### config.mk
export PLATFORM = sky130hd
export DESIGN_NAME = cri_top
export DESIGN_NICKNAME = d
export VERILOG_FILES = /design/src/rtl/cri_pkg.sv /design/src/rtl/cri_top.sv
export VERILOG_INCLUDE_DIRS = /design/src /design/src/rtl
export SDC_FILE = /design/constraint.sdc
export NUM_CORES = 1
export LEC_CHECK = 0
export ABC_CLOCK_PERIOD_IN_PS = 3700
export BUFFER_PORTS_ARGS = -buffer_cell sky130_fd_sc_hd__buf_2
export CAP_MARGIN = 20
export CELL_PAD_IN_SITES_DETAIL_PLACEMENT = 1
export CELL_PAD_IN_SITES_GLOBAL_PLACEMENT = 1
export CORE_ASPECT_RATIO = 1.1
export CORE_MARGIN = 2
export CORE_UTILIZATION = 35
export DETAILED_ROUTE_END_ITERATION = 12
export GPL_TIMING_DRIVEN = 0
export PLACE_DENSITY = 0.69
export SLEW_MARGIN = 20
export SYNTH_ARGS = -nofsm -noshare
export SYNTH_HDL_FRONTEND = slang
export SYNTH_SLANG_ARGS = --single-unit
### constraint.sdc
create_clock -name core_clk_in -period 3.7 [get_ports core_clk_in]
set_input_delay 0.555 -clock core_clk_in [delete_from_list [all_inputs] [get_ports core_clk_in]]
set_output_delay 0.555 -clock core_clk_in [all_outputs]
set_load 0.05 [all_outputs]
### src/rtl/cri_defs.svh
// Constants of the clock ready interrupt flag block: offsets, field positions, reset values.
// Assumes a 32-bit AXI4-Lite register bus with byte addresses.
`ifndef CRI_DEFS_SVH
`define CRI_DEFS_SVH

`define CRI_ADDR_W 8
`define CRI_DATA_W 32
`define CRI_STRB_W 4
`define CRI_OFF_CTRL 8'h08
`define CRI_OFF_EVT_STS 8'h20
`define CRI_OFF_EVT_MASK 8'h24
`define CRI_CTRL_RESET 32'h0000_0000
`define CRI_EVT_RESET 6'h00
`define CRI_MASK_RESET 6'h00
`define CRI_NSRC 5
`define CRI_NEVT 6
`define CRI_FLAG_LSB 0
`define CRI_FLAG_MSB 4
`define CRI_CSS_FLAG_BIT 7
`define CRI_EN_LSB 8
`define CRI_EN_MSB 12
`define CRI_CLR_LSB 16
`define CRI_CLR_MSB 20
`define CRI_CSS_CLR_BIT 23
`define CRI_CSS_IDX 5
`define CRI_IDX_PLL 4
`define CRI_IDX_FEXT 3
`define CRI_IDX_FINT 2
`define CRI_IDX_SEXT 1
`define CRI_IDX_SINT 0
`define CRI_EVT_LSB 0
`define CRI_EVT_MSB 5
`define CRI_STRB_FLAG 0
`define CRI_STRB_EN 1
`define CRI_STRB_CLR 2
`define CRI_RESP_OKAY 2'b00
`define CRI_RESP_SLVERR 2'b10

`endif

### src/rtl/cri_pkg.sv
// Types shared by the clock ready interrupt flag block.
// Assumes nothing of its surroundings.
`default_nettype none

package cri_pkg;

   // Raw status levels from the oscillators, PLL and failure detector.
   typedef struct packed {
      logic css_fail;
      logic pll;
      logic fast_ext;
      logic fast_int;
      logic slow_ext;
      logic slow_int;
   } cri_src_t;

   typedef enum logic [1:0] {
      CRI_WR_IDLE = 2'b01,
      CRI_WR_RESP = 2'b10
   } cri_wr_state_t;

   typedef enum logic [1:0] {
      CRI_RD_IDLE = 2'b01,
      CRI_RD_RESP = 2'b10
   } cri_rd_state_t;

endpackage

`default_nettype wire

### src/rtl/cri_top.sv
// Clock ready and clock security interrupt flags with an AXI4-Lite register slave.
// Assumes the status inputs come from other clock domains and are synchronised here.
//
// Register access over AXI4-Lite and the placing of the registers were decided locally.
`include "cri_defs.svh"
`default_nettype none

// Contract
// PLL ready enable gates PLL ready flag
// Bit 11 enables fast external ready interrupt
// Bit 10 enables fast internal ready interrupt
// Bit 9 enables slow external ready interrupt
// Bit 8 enables slow internal ready interrupt
// Bit 7 flags external oscillator failure
// Software keeps reserved bits 6:5 at reset
// Bit 4 sets when enabled PLL locks
// Clear bit 20 clears PLL flag only
// Bit 3 sets on enabled fast external ready
// Clear bit 19 clears fast external flag
// Bit 2 sets on enabled fast internal ready
// Clear bit 18 clears fast internal flag
// Bit 1 sets on enabled slow external ready
// Clear bit 17 clears slow external flag
// Bit 0 sets on enabled slow internal ready
// Clear bit 16 clears slow internal flag
// Clear bit 23 clears security flag
// Interrupt request while any flag is set
module cri_top (
   // Clock and reset.
   input wire logic core_clk_in,
   input wire logic reset_n_in,
   // Oscillator, PLL and failure status levels.
   input wire cri_pkg::cri_src_t osc_status_in,
   // AXI4-Lite write address channel.
   input wire logic [`CRI_ADDR_W-1:0] awaddr_in,
   input wire logic awvalid_in,
   output logic awready_out,
   // AXI4-Lite write data channel.
   input wire logic [`CRI_DATA_W-1:0] wdata_in,
   input wire logic [`CRI_STRB_W-1:0] wstrb_in,
   input wire logic wvalid_in,
   output logic wready_out,
   // AXI4-Lite write response channel.
   output logic [1:0] bresp_out,
   output logic bvalid_out,
   input wire logic bready_in,
   // AXI4-Lite read address channel.
   input wire logic [`CRI_ADDR_W-1:0] araddr_in,
   input wire logic arvalid_in,
   output logic arready_out,
   // AXI4-Lite read data channel.
   output logic [`CRI_DATA_W-1:0] rdata_out,
   output logic [1:0] rresp_out,
   output logic rvalid_out,
   input wire logic rready_in,
   // Interrupt requests.
   output logic clock_irq_out,
   output logic irq_out
);
   import cri_pkg::*;

   // A literal cannot be sliced, so the control reset image is held here and each field takes its part.
   localparam logic [`CRI_DATA_W-1:0] ctrl_reset_image = `CRI_CTRL_RESET;

   function automatic logic is_mapped(input logic [`CRI_ADDR_W-1:0] addr);
      is_mapped = (addr == `CRI_OFF_CTRL) || (addr == `CRI_OFF_EVT_STS) || (addr == `CRI_OFF_EVT_MASK);
   endfunction

   // Expands byte strobes into a bit mask.
   function automatic logic [`CRI_DATA_W-1:0] strb_mask(input logic [`CRI_STRB_W-1:0] strb);
      logic [`CRI_DATA_W-1:0] m;
      m = '0;
      for (int i = 0; i < `CRI_STRB_W; i++) begin
         m[i*8 +: 8] = {8{strb[i]}};
      end
      strb_mask = m;
   endfunction

   // Synchronisers and edge detection.
   cri_src_t src_s1_q;
   cri_src_t src_s2_q;
   cri_src_t src_s3_q;
   logic [`CRI_NEVT-1:0] src_rise;

   // Register state.
   logic [`CRI_NSRC-1:0] irq_en_q;
   logic [`CRI_NSRC-1:0] ready_flag_q;
   logic [`CRI_NSRC-1:0] ready_flag_d;
   logic clock_security_flag_q;
   logic clock_security_flag_d;
   logic [`CRI_NEVT-1:0] evt_status_q;
   logic [`CRI_NEVT-1:0] evt_status_d;
   logic [`CRI_NEVT-1:0] evt_mask_q;

   // Bus state.
   cri_wr_state_t wr_state_q;
   cri_rd_state_t rd_state_q;
   logic aw_got_q;
   logic w_got_q;
   logic [`CRI_ADDR_W-1:0] wr_addr_q;
   logic [`CRI_DATA_W-1:0] wr_data_q;
   logic [`CRI_STRB_W-1:0] wr_strb_q;
   logic awready_q;
   logic wready_q;
   logic bvalid_q;
   logic [1:0] bresp_q;
   logic arready_q;
   logic rvalid_q;
   logic [1:0] rresp_q;
   logic [`CRI_DATA_W-1:0] rdata_q;
   logic clock_irq_q;
   logic irq_q;

   logic wr_fire;
   logic [`CRI_DATA_W-1:0] wr_bits;
   logic wr_ctrl;
   logic wr_evt_sts;
   logic wr_evt_mask;
   logic [`CRI_NSRC-1:0] flag_set;
   logic [`CRI_NSRC-1:0] flag_clr;
   logic css_set;
   logic css_clr;
   logic [`CRI_DATA_W-1:0] ctrl_view;
   logic [`CRI_NEVT-1:0] evt_mask_d;

   // One name per ready enable, flag and clear field of the control register, in source order.
   logic pll_ready_irq_enable;
   logic fast_ext_osc_ready_irq_enable;
   logic fast_int_osc_ready_irq_enable;
   logic slow_ext_osc_ready_irq_enable;
   logic slow_int_osc_ready_irq_enable;
   logic pll_ready_flag;
   logic fast_ext_osc_ready_flag;
   logic fast_int_osc_ready_flag;
   logic slow_ext_osc_ready_flag;
   logic slow_int_osc_ready_flag;
   logic pll_ready_clear;
   logic fast_ext_osc_ready_clear;
   logic fast_int_osc_ready_clear;
   logic slow_ext_osc_ready_clear;
   logic slow_int_osc_ready_clear;

   // The first stage is read by the second stage only.
   always_ff @(posedge core_clk_in or negedge reset_n_in) begin
      if (!reset_n_in) begin
         src_s1_q <= '0;
         src_s2_q <= '0;
         src_s3_q <= '0;
      end else begin
         src_s1_q <= osc_status_in;
         src_s2_q <= src_s1_q;
         src_s3_q <= src_s2_q;
      end
   end

   // A flag is raised when its source becomes ready, not while it stays ready, so a clear sticks.
   assign src_rise = src_s2_q & ~src_s3_q;

   // A write takes effect once both address and data have been accepted.
   assign wr_fire = (wr_state_q == CRI_WR_IDLE) && aw_got_q && w_got_q;
   assign wr_bits = wr_data_q & strb_mask(wr_strb_q);
   assign wr_ctrl = wr_fire && (wr_addr_q == `CRI_OFF_CTRL);
   assign wr_evt_sts = wr_fire && (wr_addr_q == `CRI_OFF_EVT_STS);
   assign wr_evt_mask = wr_fire && (wr_addr_q == `CRI_OFF_EVT_MASK);

   // Ready flags set only while their enable is one; set wins over a clear in the same cycle.
   assign pll_ready_irq_enable = irq_en_q[`CRI_IDX_PLL];
   assign fast_ext_osc_ready_irq_enable = irq_en_q[`CRI_IDX_FEXT];
   assign fast_int_osc_ready_irq_enable = irq_en_q[`CRI_IDX_FINT];
   assign slow_ext_osc_ready_irq_enable = irq_en_q[`CRI_IDX_SEXT];
   assign slow_int_osc_ready_irq_enable = irq_en_q[`CRI_IDX_SINT];
   assign flag_set = src_rise[`CRI_NSRC-1:0] & {pll_ready_irq_enable, fast_ext_osc_ready_irq_enable,
      fast_int_osc_ready_irq_enable, slow_ext_osc_ready_irq_enable,
      slow_int_osc_ready_irq_enable};

   // Each clear bit sits a fixed distance above its flag; a zero written there leaves the flag alone.
   assign pll_ready_clear = wr_ctrl && wr_bits[`CRI_CLR_LSB + `CRI_IDX_PLL];
   assign fast_ext_osc_ready_clear = wr_ctrl && wr_bits[`CRI_CLR_LSB + `CRI_IDX_FEXT];
   assign fast_int_osc_ready_clear = wr_ctrl && wr_bits[`CRI_CLR_LSB + `CRI_IDX_FINT];
   assign slow_ext_osc_ready_clear = wr_ctrl && wr_bits[`CRI_CLR_LSB + `CRI_IDX_SEXT];
   assign slow_int_osc_ready_clear = wr_ctrl && wr_bits[`CRI_CLR_LSB + `CRI_IDX_SINT];
   assign flag_clr = {pll_ready_clear, fast_ext_osc_ready_clear, fast_int_osc_ready_clear,
      slow_ext_osc_ready_clear, slow_int_osc_ready_clear};
   assign ready_flag_d = flag_set | (ready_flag_q & ~flag_clr);

   assign pll_ready_flag = ready_flag_q[`CRI_IDX_PLL];
   assign fast_ext_osc_ready_flag = ready_flag_q[`CRI_IDX_FEXT];
   assign fast_int_osc_ready_flag = ready_flag_q[`CRI_IDX_FINT];
   assign slow_ext_osc_ready_flag = ready_flag_q[`CRI_IDX_SEXT];
   assign slow_int_osc_ready_flag = ready_flag_q[`CRI_IDX_SINT];

   // The failure flag does not depend on any enable held here.
   assign css_set = src_rise[`CRI_CSS_IDX];
   assign css_clr = wr_ctrl && wr_bits[`CRI_CSS_CLR_BIT];
   assign clock_security_flag_d = css_set || (clock_security_flag_q && !css_clr);

   assign evt_status_d = {css_set, flag_set} | (evt_status_q & ~(wr_evt_sts ? wr_bits[`CRI_EVT_MSB:`CRI_EVT_LSB] : '0));

   // The masked request follows the next mask too, so a mask write moves it together with the write answer.
   assign evt_mask_d = (wr_evt_mask && wr_strb_q[`CRI_STRB_FLAG]) ?
      wr_data_q[`CRI_EVT_MSB:`CRI_EVT_LSB] : evt_mask_q;

   always_ff @(posedge core_clk_in or negedge reset_n_in) begin
      if (!reset_n_in) begin
         irq_en_q <= ctrl_reset_image[`CRI_EN_MSB:`CRI_EN_LSB];
      end else if (wr_ctrl && wr_strb_q[`CRI_STRB_EN]) begin
         irq_en_q <= wr_data_q[`CRI_EN_MSB:`CRI_EN_LSB];
      end
   end

   // Flag bits ignore direct writes; only the clear bits affect them.
   always_ff @(posedge core_clk_in or negedge reset_n_in) begin
      if (!reset_n_in) begin
         ready_flag_q <= ctrl_reset_image[`CRI_FLAG_MSB:`CRI_FLAG_LSB];
      end else begin
         ready_flag_q <= ready_flag_d;
      end
   end

   always_ff @(posedge core_clk_in or negedge reset_n_in) begin
      if (!reset_n_in) begin
         clock_security_flag_q <= ctrl_reset_image[`CRI_CSS_FLAG_BIT];
      end else begin
         clock_security_flag_q <= clock_security_flag_d;
      end
   end

   always_ff @(posedge core_clk_in or negedge reset_n_in) begin
      if (!reset_n_in) begin
         evt_status_q <= `CRI_EVT_RESET;
      end else begin
         evt_status_q <= evt_status_d;
      end
   end

   always_ff @(posedge core_clk_in or negedge reset_n_in) begin
      if (!reset_n_in) begin
         evt_mask_q <= `CRI_MASK_RESET;
      end else begin
         evt_mask_q <= evt_mask_d;
      end
   end

   // Both requests follow the next-state values so they rise with the flag, not a cycle later.
   always_ff @(posedge core_clk_in or negedge reset_n_in) begin
      if (!reset_n_in) begin
         clock_irq_q <= 1'b0;
         irq_q <= 1'b0;
      end else begin
         clock_irq_q <= (|ready_flag_d) || clock_security_flag_d;
         irq_q <= |(evt_status_d & evt_mask_d);
      end
   end

   // Reserved bits 6:5 and the clear bits always read as zero.
   always_comb begin
      ctrl_view = '0;
      ctrl_view[`CRI_FLAG_MSB:`CRI_FLAG_LSB] = {pll_ready_flag, fast_ext_osc_ready_flag, fast_int_osc_ready_flag,
         slow_ext_osc_ready_flag, slow_int_osc_ready_flag};
      ctrl_view[`CRI_CSS_FLAG_BIT] = clock_security_flag_q;
      ctrl_view[`CRI_EN_MSB:`CRI_EN_LSB] = irq_en_q;
   end

   // Write address and data are taken independently, in either order.
   always_ff @(posedge core_clk_in or negedge reset_n_in) begin
      if (!reset_n_in) begin
         aw_got_q <= 1'b0;
         wr_addr_q <= '0;
         awready_q <= 1'b0;
      end else if (awvalid_in && awready_q) begin
         aw_got_q <= 1'b1;
         wr_addr_q <= awaddr_in;
         awready_q <= 1'b0;
      end else if (wr_fire) begin
         aw_got_q <= 1'b0;
      end else if (wr_state_q == CRI_WR_IDLE && !aw_got_q) begin
         awready_q <= 1'b1;
      end
   end

   always_ff @(posedge core_clk_in or negedge reset_n_in) begin
      if (!reset_n_in) begin
         w_got_q <= 1'b0;
         wr_data_q <= '0;
         wr_strb_q <= '0;
         wready_q <= 1'b0;
      end else if (wvalid_in && wready_q) begin
         w_got_q <= 1'b1;
         wr_data_q <= wdata_in;
         wr_strb_q <= wstrb_in;
         wready_q <= 1'b0;
      end else if (wr_fire) begin
         w_got_q <= 1'b0;
      end else if (wr_state_q == CRI_WR_IDLE && !w_got_q) begin
         wready_q <= 1'b1;
      end
   end

   always_ff @(posedge core_clk_in or negedge reset_n_in) begin
      if (!reset_n_in) begin
         wr_state_q <= CRI_WR_IDLE;
         bvalid_q <= 1'b0;
         bresp_q <= `CRI_RESP_OKAY;
      end else begin
         case (wr_state_q)
            CRI_WR_IDLE: begin
               if (wr_fire) begin
                  bvalid_q <= 1'b1;
                  bresp_q <= is_mapped(wr_addr_q) ? `CRI_RESP_OKAY : `CRI_RESP_SLVERR;
                  wr_state_q <= CRI_WR_RESP;
               end
            end
            CRI_WR_RESP: begin
               if (bready_in) begin
                  bvalid_q <= 1'b0;
                  wr_state_q <= CRI_WR_IDLE;
               end
            end
            default: begin
               bvalid_q <= 1'b0;
               wr_state_q <= CRI_WR_IDLE;
            end
         endcase
      end
   end

   // Reads have no side effects on any flag.
   always_ff @(posedge core_clk_in or negedge reset_n_in) begin
      if (!reset_n_in) begin
         rd_state_q <= CRI_RD_IDLE;
         arready_q <= 1'b0;
         rvalid_q <= 1'b0;
         rresp_q <= `CRI_RESP_OKAY;
         rdata_q <= '0;
      end else begin
         case (rd_state_q)
            CRI_RD_IDLE: begin
               if (arvalid_in && arready_q) begin
                  arready_q <= 1'b0;
                  rvalid_q <= 1'b1;
                  rresp_q <= is_mapped(araddr_in) ? `CRI_RESP_OKAY : `CRI_RESP_SLVERR;
                  case (araddr_in)
                     `CRI_OFF_CTRL: rdata_q <= ctrl_view;
                     `CRI_OFF_EVT_STS: rdata_q <= {{(`CRI_DATA_W-`CRI_NEVT){1'b0}}, evt_status_q};
                     `CRI_OFF_EVT_MASK: rdata_q <= {{(`CRI_DATA_W-`CRI_NEVT){1'b0}}, evt_mask_q};
                     default: rdata_q <= '0;
                  endcase
                  rd_state_q <= CRI_RD_RESP;
               end else begin
                  arready_q <= 1'b1;
               end
            end
            CRI_RD_RESP: begin
               if (rready_in) begin
                  rvalid_q <= 1'b0;
                  rd_state_q <= CRI_RD_IDLE;
               end
            end
            default: begin
               arready_q <= 1'b0;
               rvalid_q <= 1'b0;
               rd_state_q <= CRI_RD_IDLE;
            end
         endcase
      end
   end

   assign awready_out = awready_q;
   assign wready_out = wready_q;
   assign bvalid_out = bvalid_q;
   assign bresp_out = bresp_q;
   assign arready_out = arready_q;
   assign rvalid_out = rvalid_q;
   assign rresp_out = rresp_q;
   assign rdata_out = rdata_q;
   assign clock_irq_out = clock_irq_q;
   assign irq_out = irq_q;

endmodule

`default_nettype wire

==> results.md, run 1 <==
- Outcome: finished clean
- Critical setup path kind: register to register
- Remaining Overflow, GRT: 0
- Fin worst setup slack: between 1 and 1.5 ns
- Pin count of the biggest net entering global routing: 56
- Core Area: 10500 sq um
- Share of post-route cells with drive strength above 1: 0.390
- Commonest non-fill, non-tap cell in the layout: dfrtp_1
- H-tree levels: 3
- Clk_skew: 0.0160 ns
- Final Wtd Congestion: between 0.7 and 0.8
- DRC: 0
- Seq/Total Area, Yosys: 0.619
- Rows: 39
- Critical Path AT: 2.64 ns
- Initial antenna violation count: 0
- Die Y: around 110 um
- Critical Path Start: wr_addr_q[1]
- Synthesis warning total: 0
- Layout Nets: 457
- DR WL/cell: 14.7 um
- Final Hold Vio Count: 0
- WL final: around 7900 um
- Synth Flop Type: dfrtp_1
- R2R depth: 6
- Longest Clk Path Bufs: 2
- Number of buffers created by CTS: 9
- Synth cell types: 39
- Synth async-reset ratio: 1.00
- Port bufs: a little under 70
- Post-Syn Area per Cell: between 10 and 15 sq um
- Slew Limit Fails: 0
- Worst endpoint required time: about 3.9 ns
- Detailed placement HPWL: 5950 um
- #FFs+latches synth: 94
- # resized after CTS: 0
- Synthesized area: 3800 sq um
- Clock transition at path regs: ~0.080 ns
- Dpl ws: between 1 and 1.5 ns
- # Post-CTS Setup Buffers: 0
- Max-cap violations: 0
- Die ar.: between 10000 and 15000 sq um
- Fmax: ~410 MHz
- CP endpoint kind: register
- Reg-to-Reg End: irq_out
- Hold Crit Class: input port to asynchronous set/reset pin
- Sink Count: 94
- Final Cycle Share: 0.654
- RR Startpoint: wr_addr_q[1]
- Root Buffer: clkbuf_16
- Vias in the first global route: between 2000 and 3000
- Final setup viols: 0
- Antenna-violating nets left: 0
- Worst skew pair latency: 0.35 ns
- Post-synth EDFFs: 0
- Cell count after synthesis: 291
- Ant diodes: 0
- Vias per cell: about 4.5
- Chip Width: between 100 and 150 um
- Initial drt markers: 57
- Hold-fix buffers at CTS: 0
- Post-route minimum period: ~2.4 ns
- Relative slew margins: 0.506
- Fin Setup TNS: 0 ns
- Pre-antenna DRT Iters: 4
- Synthesis-to-layout area growth: 25.7%
- First-pass GRT wire length: roughly 13000 um
- TritonCTS clock tree: yes
- Unrepaired setup endpoints after global routing: no
- Io pins: between 100 and 150
- Power Density: around 700 nW/um^2
- Starting Density: 0.362
- Global-route usage over all layers: 0.152
- Peak supply drop: 315 uV
- R2R setup slack: between 1 and 1.5 ns
- Vias: between 2000 and 2500
- Worst setup endpoint: irq_out
- Most frequent cells in the layout: dfrtp_1 (92), buf_2 (67), nand2_1 (43)
- Worst slew pin tran: 0.739 ns
- Max FO, Critical Path: 6
- Startpoint types: register
- Leak: approximately 2.4 nW
[critical path: stages, from the launching register on]
cell and delay (ns):
dfrtp_1 0.37, or3_4 0.44, nor4_4 0.54, mux2_2 0.41, o21a_1 0.11, a221o_1 0.25
nand3b_1 0.17
[cells by family (layout without fill, tap and decap cells)]
group           after synthesis  after routing  share of synthesized area
simple gates                 78             78                      0.122
other cells                   1             22                   0.000986
buf+inv                      32            117                     0.0533
flops                        94             94                      0.619
compound gates               41             41                     0.0714
mux                          45             45                      0.133
[per-stage QoR]
stage	utilization	instances	hold WS, ns	instance area, sq um	power [mW]
CTS	0.456	540	0.120	4780	3.36
floorplan	-	312	0.259	3880	2.06
finish	0.456	540	0.113	4780	3.31
detailed placement	0.423	524	0.336	4430	2.29
global placement	0.419	523	0.334	4400	2.25
global route	0.456	540	0.136	4780	3.51
[how the worst min path moves through the flow]
stage,startpoint,endpoint,slack (ns)
3_5_place_dp,src_s1_q[5],src_s2_q[5],0.34
3_3_place_gp,src_s1_q[2],src_s2_q[2],0.33
2_1_floorplan,reset_n_in,arready_out,0.26
5_1_grt,reset_n_in,src_s1_q[1],0.14
4_1_cts,reset_n_in,ready_flag_q[1],0.12
6_report,reset_n_in,ready_flag_q[0],0.11
[Yosys cell counts, types with 2 or more instances]
cell       n  share of area
nor2_1     6         0.0059
a21o_1    11          0.022
o21ai_0    3         0.0039
buf_4     22          0.043
dfrtp_1   92           0.61
and3b_1    3         0.0069
inv_1      4         0.0039
a21oi_1    2         0.0026
o31ai_1    3         0.0059
nand2b_1   5         0.0082
or2_1      2         0.0033
mux2_2    38           0.11
nor3_1     2         0.0026
nand2_1   43          0.042
a22oi_1    6          0.012
mux2_1     6          0.018
o21ai_1   11          0.014
clkbuf_1   6         0.0059
o21a_1     2         0.0039
nand4b_1   2         0.0046
dfstp_2    2          0.014
nor4_4     3          0.017
[cell type report]
class	count	area, sq um
clock buffer	9	225
timing repair buffer	69	374
clock inverter	7	120
buffer	28	188
fill	1130	5710
multi-input combinational	186	1320
sequential	94	2350
tap	143	179
inverter	4	15.0
[layer usage]
metal,global-route usage,up-vias,share of wire
met4,0.0816,0,0.026
met3,0.0290,12,0.046
met5,0,-,0
met2,0.243,64,0.49
met1,0.193,1211,0.44
li1,-,1164,-
[state kept, by name (all words and copies together) (netlist names), 5 cells and up]
signal	count
evt_status_q	6
irq_en_q	5
ready_flag_q	5
rdata_out	12
src_s1_q	6
wr_addr_q	8
src_s3_q	6
evt_mask_q	6
src_s2_q	6
wr_data_q	17
[power breakdown]
part	internal, mW	switching, mW	leakage (nW)
Combinational	0.332	0.458	1.05
Clock	0.662	0.393	0.166
Sequential	1.29	0.173	1.17
No activity file was read; power rests on OpenSTA's default activity.
==> run 2: changes to the inputs <==
ABC_AREA = 1   (was default)
ABC_CLOCK_PERIOD_IN_PS = 2260   (was 3700)
PLACE_DENSITY = 0.72   (was 0.69)
clock period = 2.26 ns   (was 3.7 ns; I/O delays follow)
==> results.md, run 2 <==
- Commonest non-fill, non-tap cell in the layout: nand2_1
- Pre-antenna DRT Iters: 4
- Synth Area in Simple Gates: 0.267
- WHS: 0.0915 ns
- Chip Width: roughly 110 um
- Synth async-reset ratio: 1.00
- Slew Limit Fails: 0
- Global-route usage over all layers: 0.167
- Cell Area, Placed: 4590 sq um
- Post-route minimum period: approximately 1.7 ns
- CP max-delay cell: dfstp_2
- Startpoint types: register
- Met3 Use GR: 0.0433
- WL final: approximately 9000 um
- Max-cap violations: 0
- Final Cycle Share: 0.741
- Flop pwr share: 0.444
- Clk_skew: approximately 0.0062 ns
- Post-synthesis xor/xnor area fraction: 0
- # fillers: approximately 1300
- Layout Nets: around 600
- Clock transition at path regs: ~0.070 ns
- H-tree levels: 3
- Longest Clk Path Bufs: 2
- TritonCTS clock tree: yes
- Vias in the first global route: approximately 3300
- Post-Syn Area per Cell: 8.98 sq um
- Hold Crit Class: input port to register
- Clock power share: 0.281
- Io pins: approximately 110
- Post-synth top cells: nand2_1 (177), dfrtp_1 (92), inv_1 (36)
- Core Area: around 11000 sq um
- Post-synth EDFFs: 0
- Root Buffer: clkbuf_16
- Crit-path max cell delay: around 0.53 ns
- CP endpoint kind: register
- Detailed placement HPWL: 7020 um
- Remaining Overflow, GRT: 0
- Synthesis-to-layout area growth: 24.2%
- Vias: approximately 3100
- Outcome: finished clean
- Reg with most FFs: wr_data_q
- Top-area cell type share of the netlist area: 0.583
- Mux cell area share after synthesis: 0
- Max FO, Critical Path: 10
- Pin count of the biggest net entering global routing: 70
- DRC: 0
- Most frequent cell after synthesis: nand2_1
- Synthesized area: approximately 4000 sq um
- Port bufs: 69
- Starting Density: 0.361
- Antenna-violating nets left: 0
- Critical setup path kind: register to register
- Comb power frac: 0.274
- Cell count after synthesis: 440
- Fmax: 597 MHz
- Cell Chain, Critical Path: inv_1 -> nor3_4 -> inv_2 -> buf_2 -> nand2_1 -> o31ai_1
- Initial drt markers: 132
- Rows: 40
- Synth Area in Adders: 0
- P_int: around 3.4 mW
- #FFs+latches synth: 94
- Final Hold Vio Count: 0
- Peak-usage layer in the global routing report: met2
- Ant diodes: 0
- DR WL/cell: between 10 and 15 um
- Seq/Total Area, Yosys: 0.596
- Number of buffers created by CTS: 9
- Most frequent cells in the layout: nand2_1 (177), dfrtp_1 (92), buf_2 (69)
- Power Density: between 1000 and 1500 nW/um^2
- Worst endpoint required time: 2.48 ns
- Synthesis warning total: 0
- Critical Path AT: between 1.5 and 2 ns
- Switching part of the total power: 0.375
- Unrepaired setup endpoints after global routing: no
- Die Y: 115 um
- Met2 usage: 0.287
- Synth Area in Compound Gates: 0.0500
- Leak: approximately 2.7 nW
- First-pass GRT wire length: 15800 um
- Psw: 2.06 mW
- Synth Flop Type: dfrtp_1
- Peak supply drop: ~530 uV
- Initial antenna violation count: 0
- Worst skew pair latency: ~0.35 ns
- Cell area after layout: about 4900 sq um
- Vias per cell: about 4.5
- Top cells by area, synth: dfrtp_1 (58%), nand2_1 (17%), buf_4 (4.2%)
- Final setup viols: 0
- Synth cell types: 30
- Sink Count: 94
- Final Wtd Congestion: about 0.79
- Die ar.: roughly 12000 sq um
- M1 GR Usage: 0.202
- Share of post-route cells with drive strength above 1: 0.243
- Number of flip-flops under the largest register name: 17
- Largest area contributor in the netlist: dfrtp_1
- Largest family of logic cells by synthesized area: simple AND/OR/NAND/NOR gates
-- run 2: cell types whose count changed after synthesis, moves of 5 or more --
cell and delta:
nand2b_1 -5, nand2_2 +7, nor2_1 +13, a21o_1 -9, nand2_1 +134, inv_1 +32, a22oi_1 -6, o21ai_1 -10
mux2_2 -38, nand3_1 +18, o21ai_0 +25, mux2_1 -6
-- run 2: layout make-up --
| class | instances | area, sq um | share of cell area |
|---|---|---|---|
| repair buffers | 71 | 389 | 0.0793 |
| well taps | 147 | 184 | 0.0375 |
| plain buffers | 28 | 189 | 0.0385 |
| clock buffers | 9 | 225 | 0.0459 |
| clock inverters | 7 | 80.1 | 0.0163 |
| flip-flops and latches | 94 | 2350 | 0.480 |
| inverters | 40 | 151 | 0.0308 |
| multi-input cells | 299 | 1340 | 0.272 |
-- run 2: worst max-delay path, delay by kind of cell (launching register included) --
family,cells,cell delay [ns]
AO/OA/AOI/OAI,1,0.07
buffers and inverters,3,0.50
flip-flops,1,0.53
AND/OR/NAND/NOR,2,0.45
-- run 2: power by group through the flow --
stage / registers (mW) / clock network [mW] / logic, mW
final: 2.45 / 1.55 / 1.51
after CTS: 2.45 / 1.61 / 1.55
after floorplan: 2.62 / 0 / 0.923
after global routing: 2.50 / 1.67 / 1.72
after global placement: 2.45 / 0 / 1.47
after detailed placement: 2.48 / 0 / 1.53
-- run 2: timing repair --
action	CTS	global route
hold buffers	1	0
hold endpoints to repair	24	0
buffers inserted	0	0
resized for setup	0	0
-- run 2: path summary, 6_finish.rpt --
check                            startpoint       endpoint  slack, ns  cells past startpoint
setup / recovery              rd_state_q[0]  rdata_out[12]       0.59                      6
hold reg to reg                 src_s1_q[1]    src_s2_q[1]       0.35                      0
setup reg to reg              rd_state_q[0]  rdata_out[12]       0.59                      6
max in group asynchronous        reset_n_in  wr_state_q[0]       1.18                      3
hold / removal             osc_status_in[0]    src_s1_q[0]       0.09                      1
min in group asynchronous        reset_n_in    arready_out       0.42                      2
-- run 2: per-stage QoR --
step                utilization  power (mW)  setup TNS, ns  std cells  setup slack (ns)
global placement          0.416        3.92          -4.81        677           -0.0586
detailed placement        0.419        4.01              0        678             0.559
floorplan                     -        3.55              0        461             0.643
finish                    0.448        5.51              0        695             0.586
global route              0.448        5.89              0        695             0.429
CTS                       0.448        5.61              0        695             0.551
-- run 2: logic make-up (layout without fill, tap and decap cells) --
family / count (synthesis) / count (layout)
simple gates: 240 / 240
flops: 94 / 94
buf+inv: 68 / 155
compound gates: 37 / 37
other cells: 1 / 22
-- run 2: routing by layer --
layer	part of all wire	wire (um)
met2	0.51	4740
met4	0.015	141
met3	0.042	390
met5	0	0
met1	0.43	3960
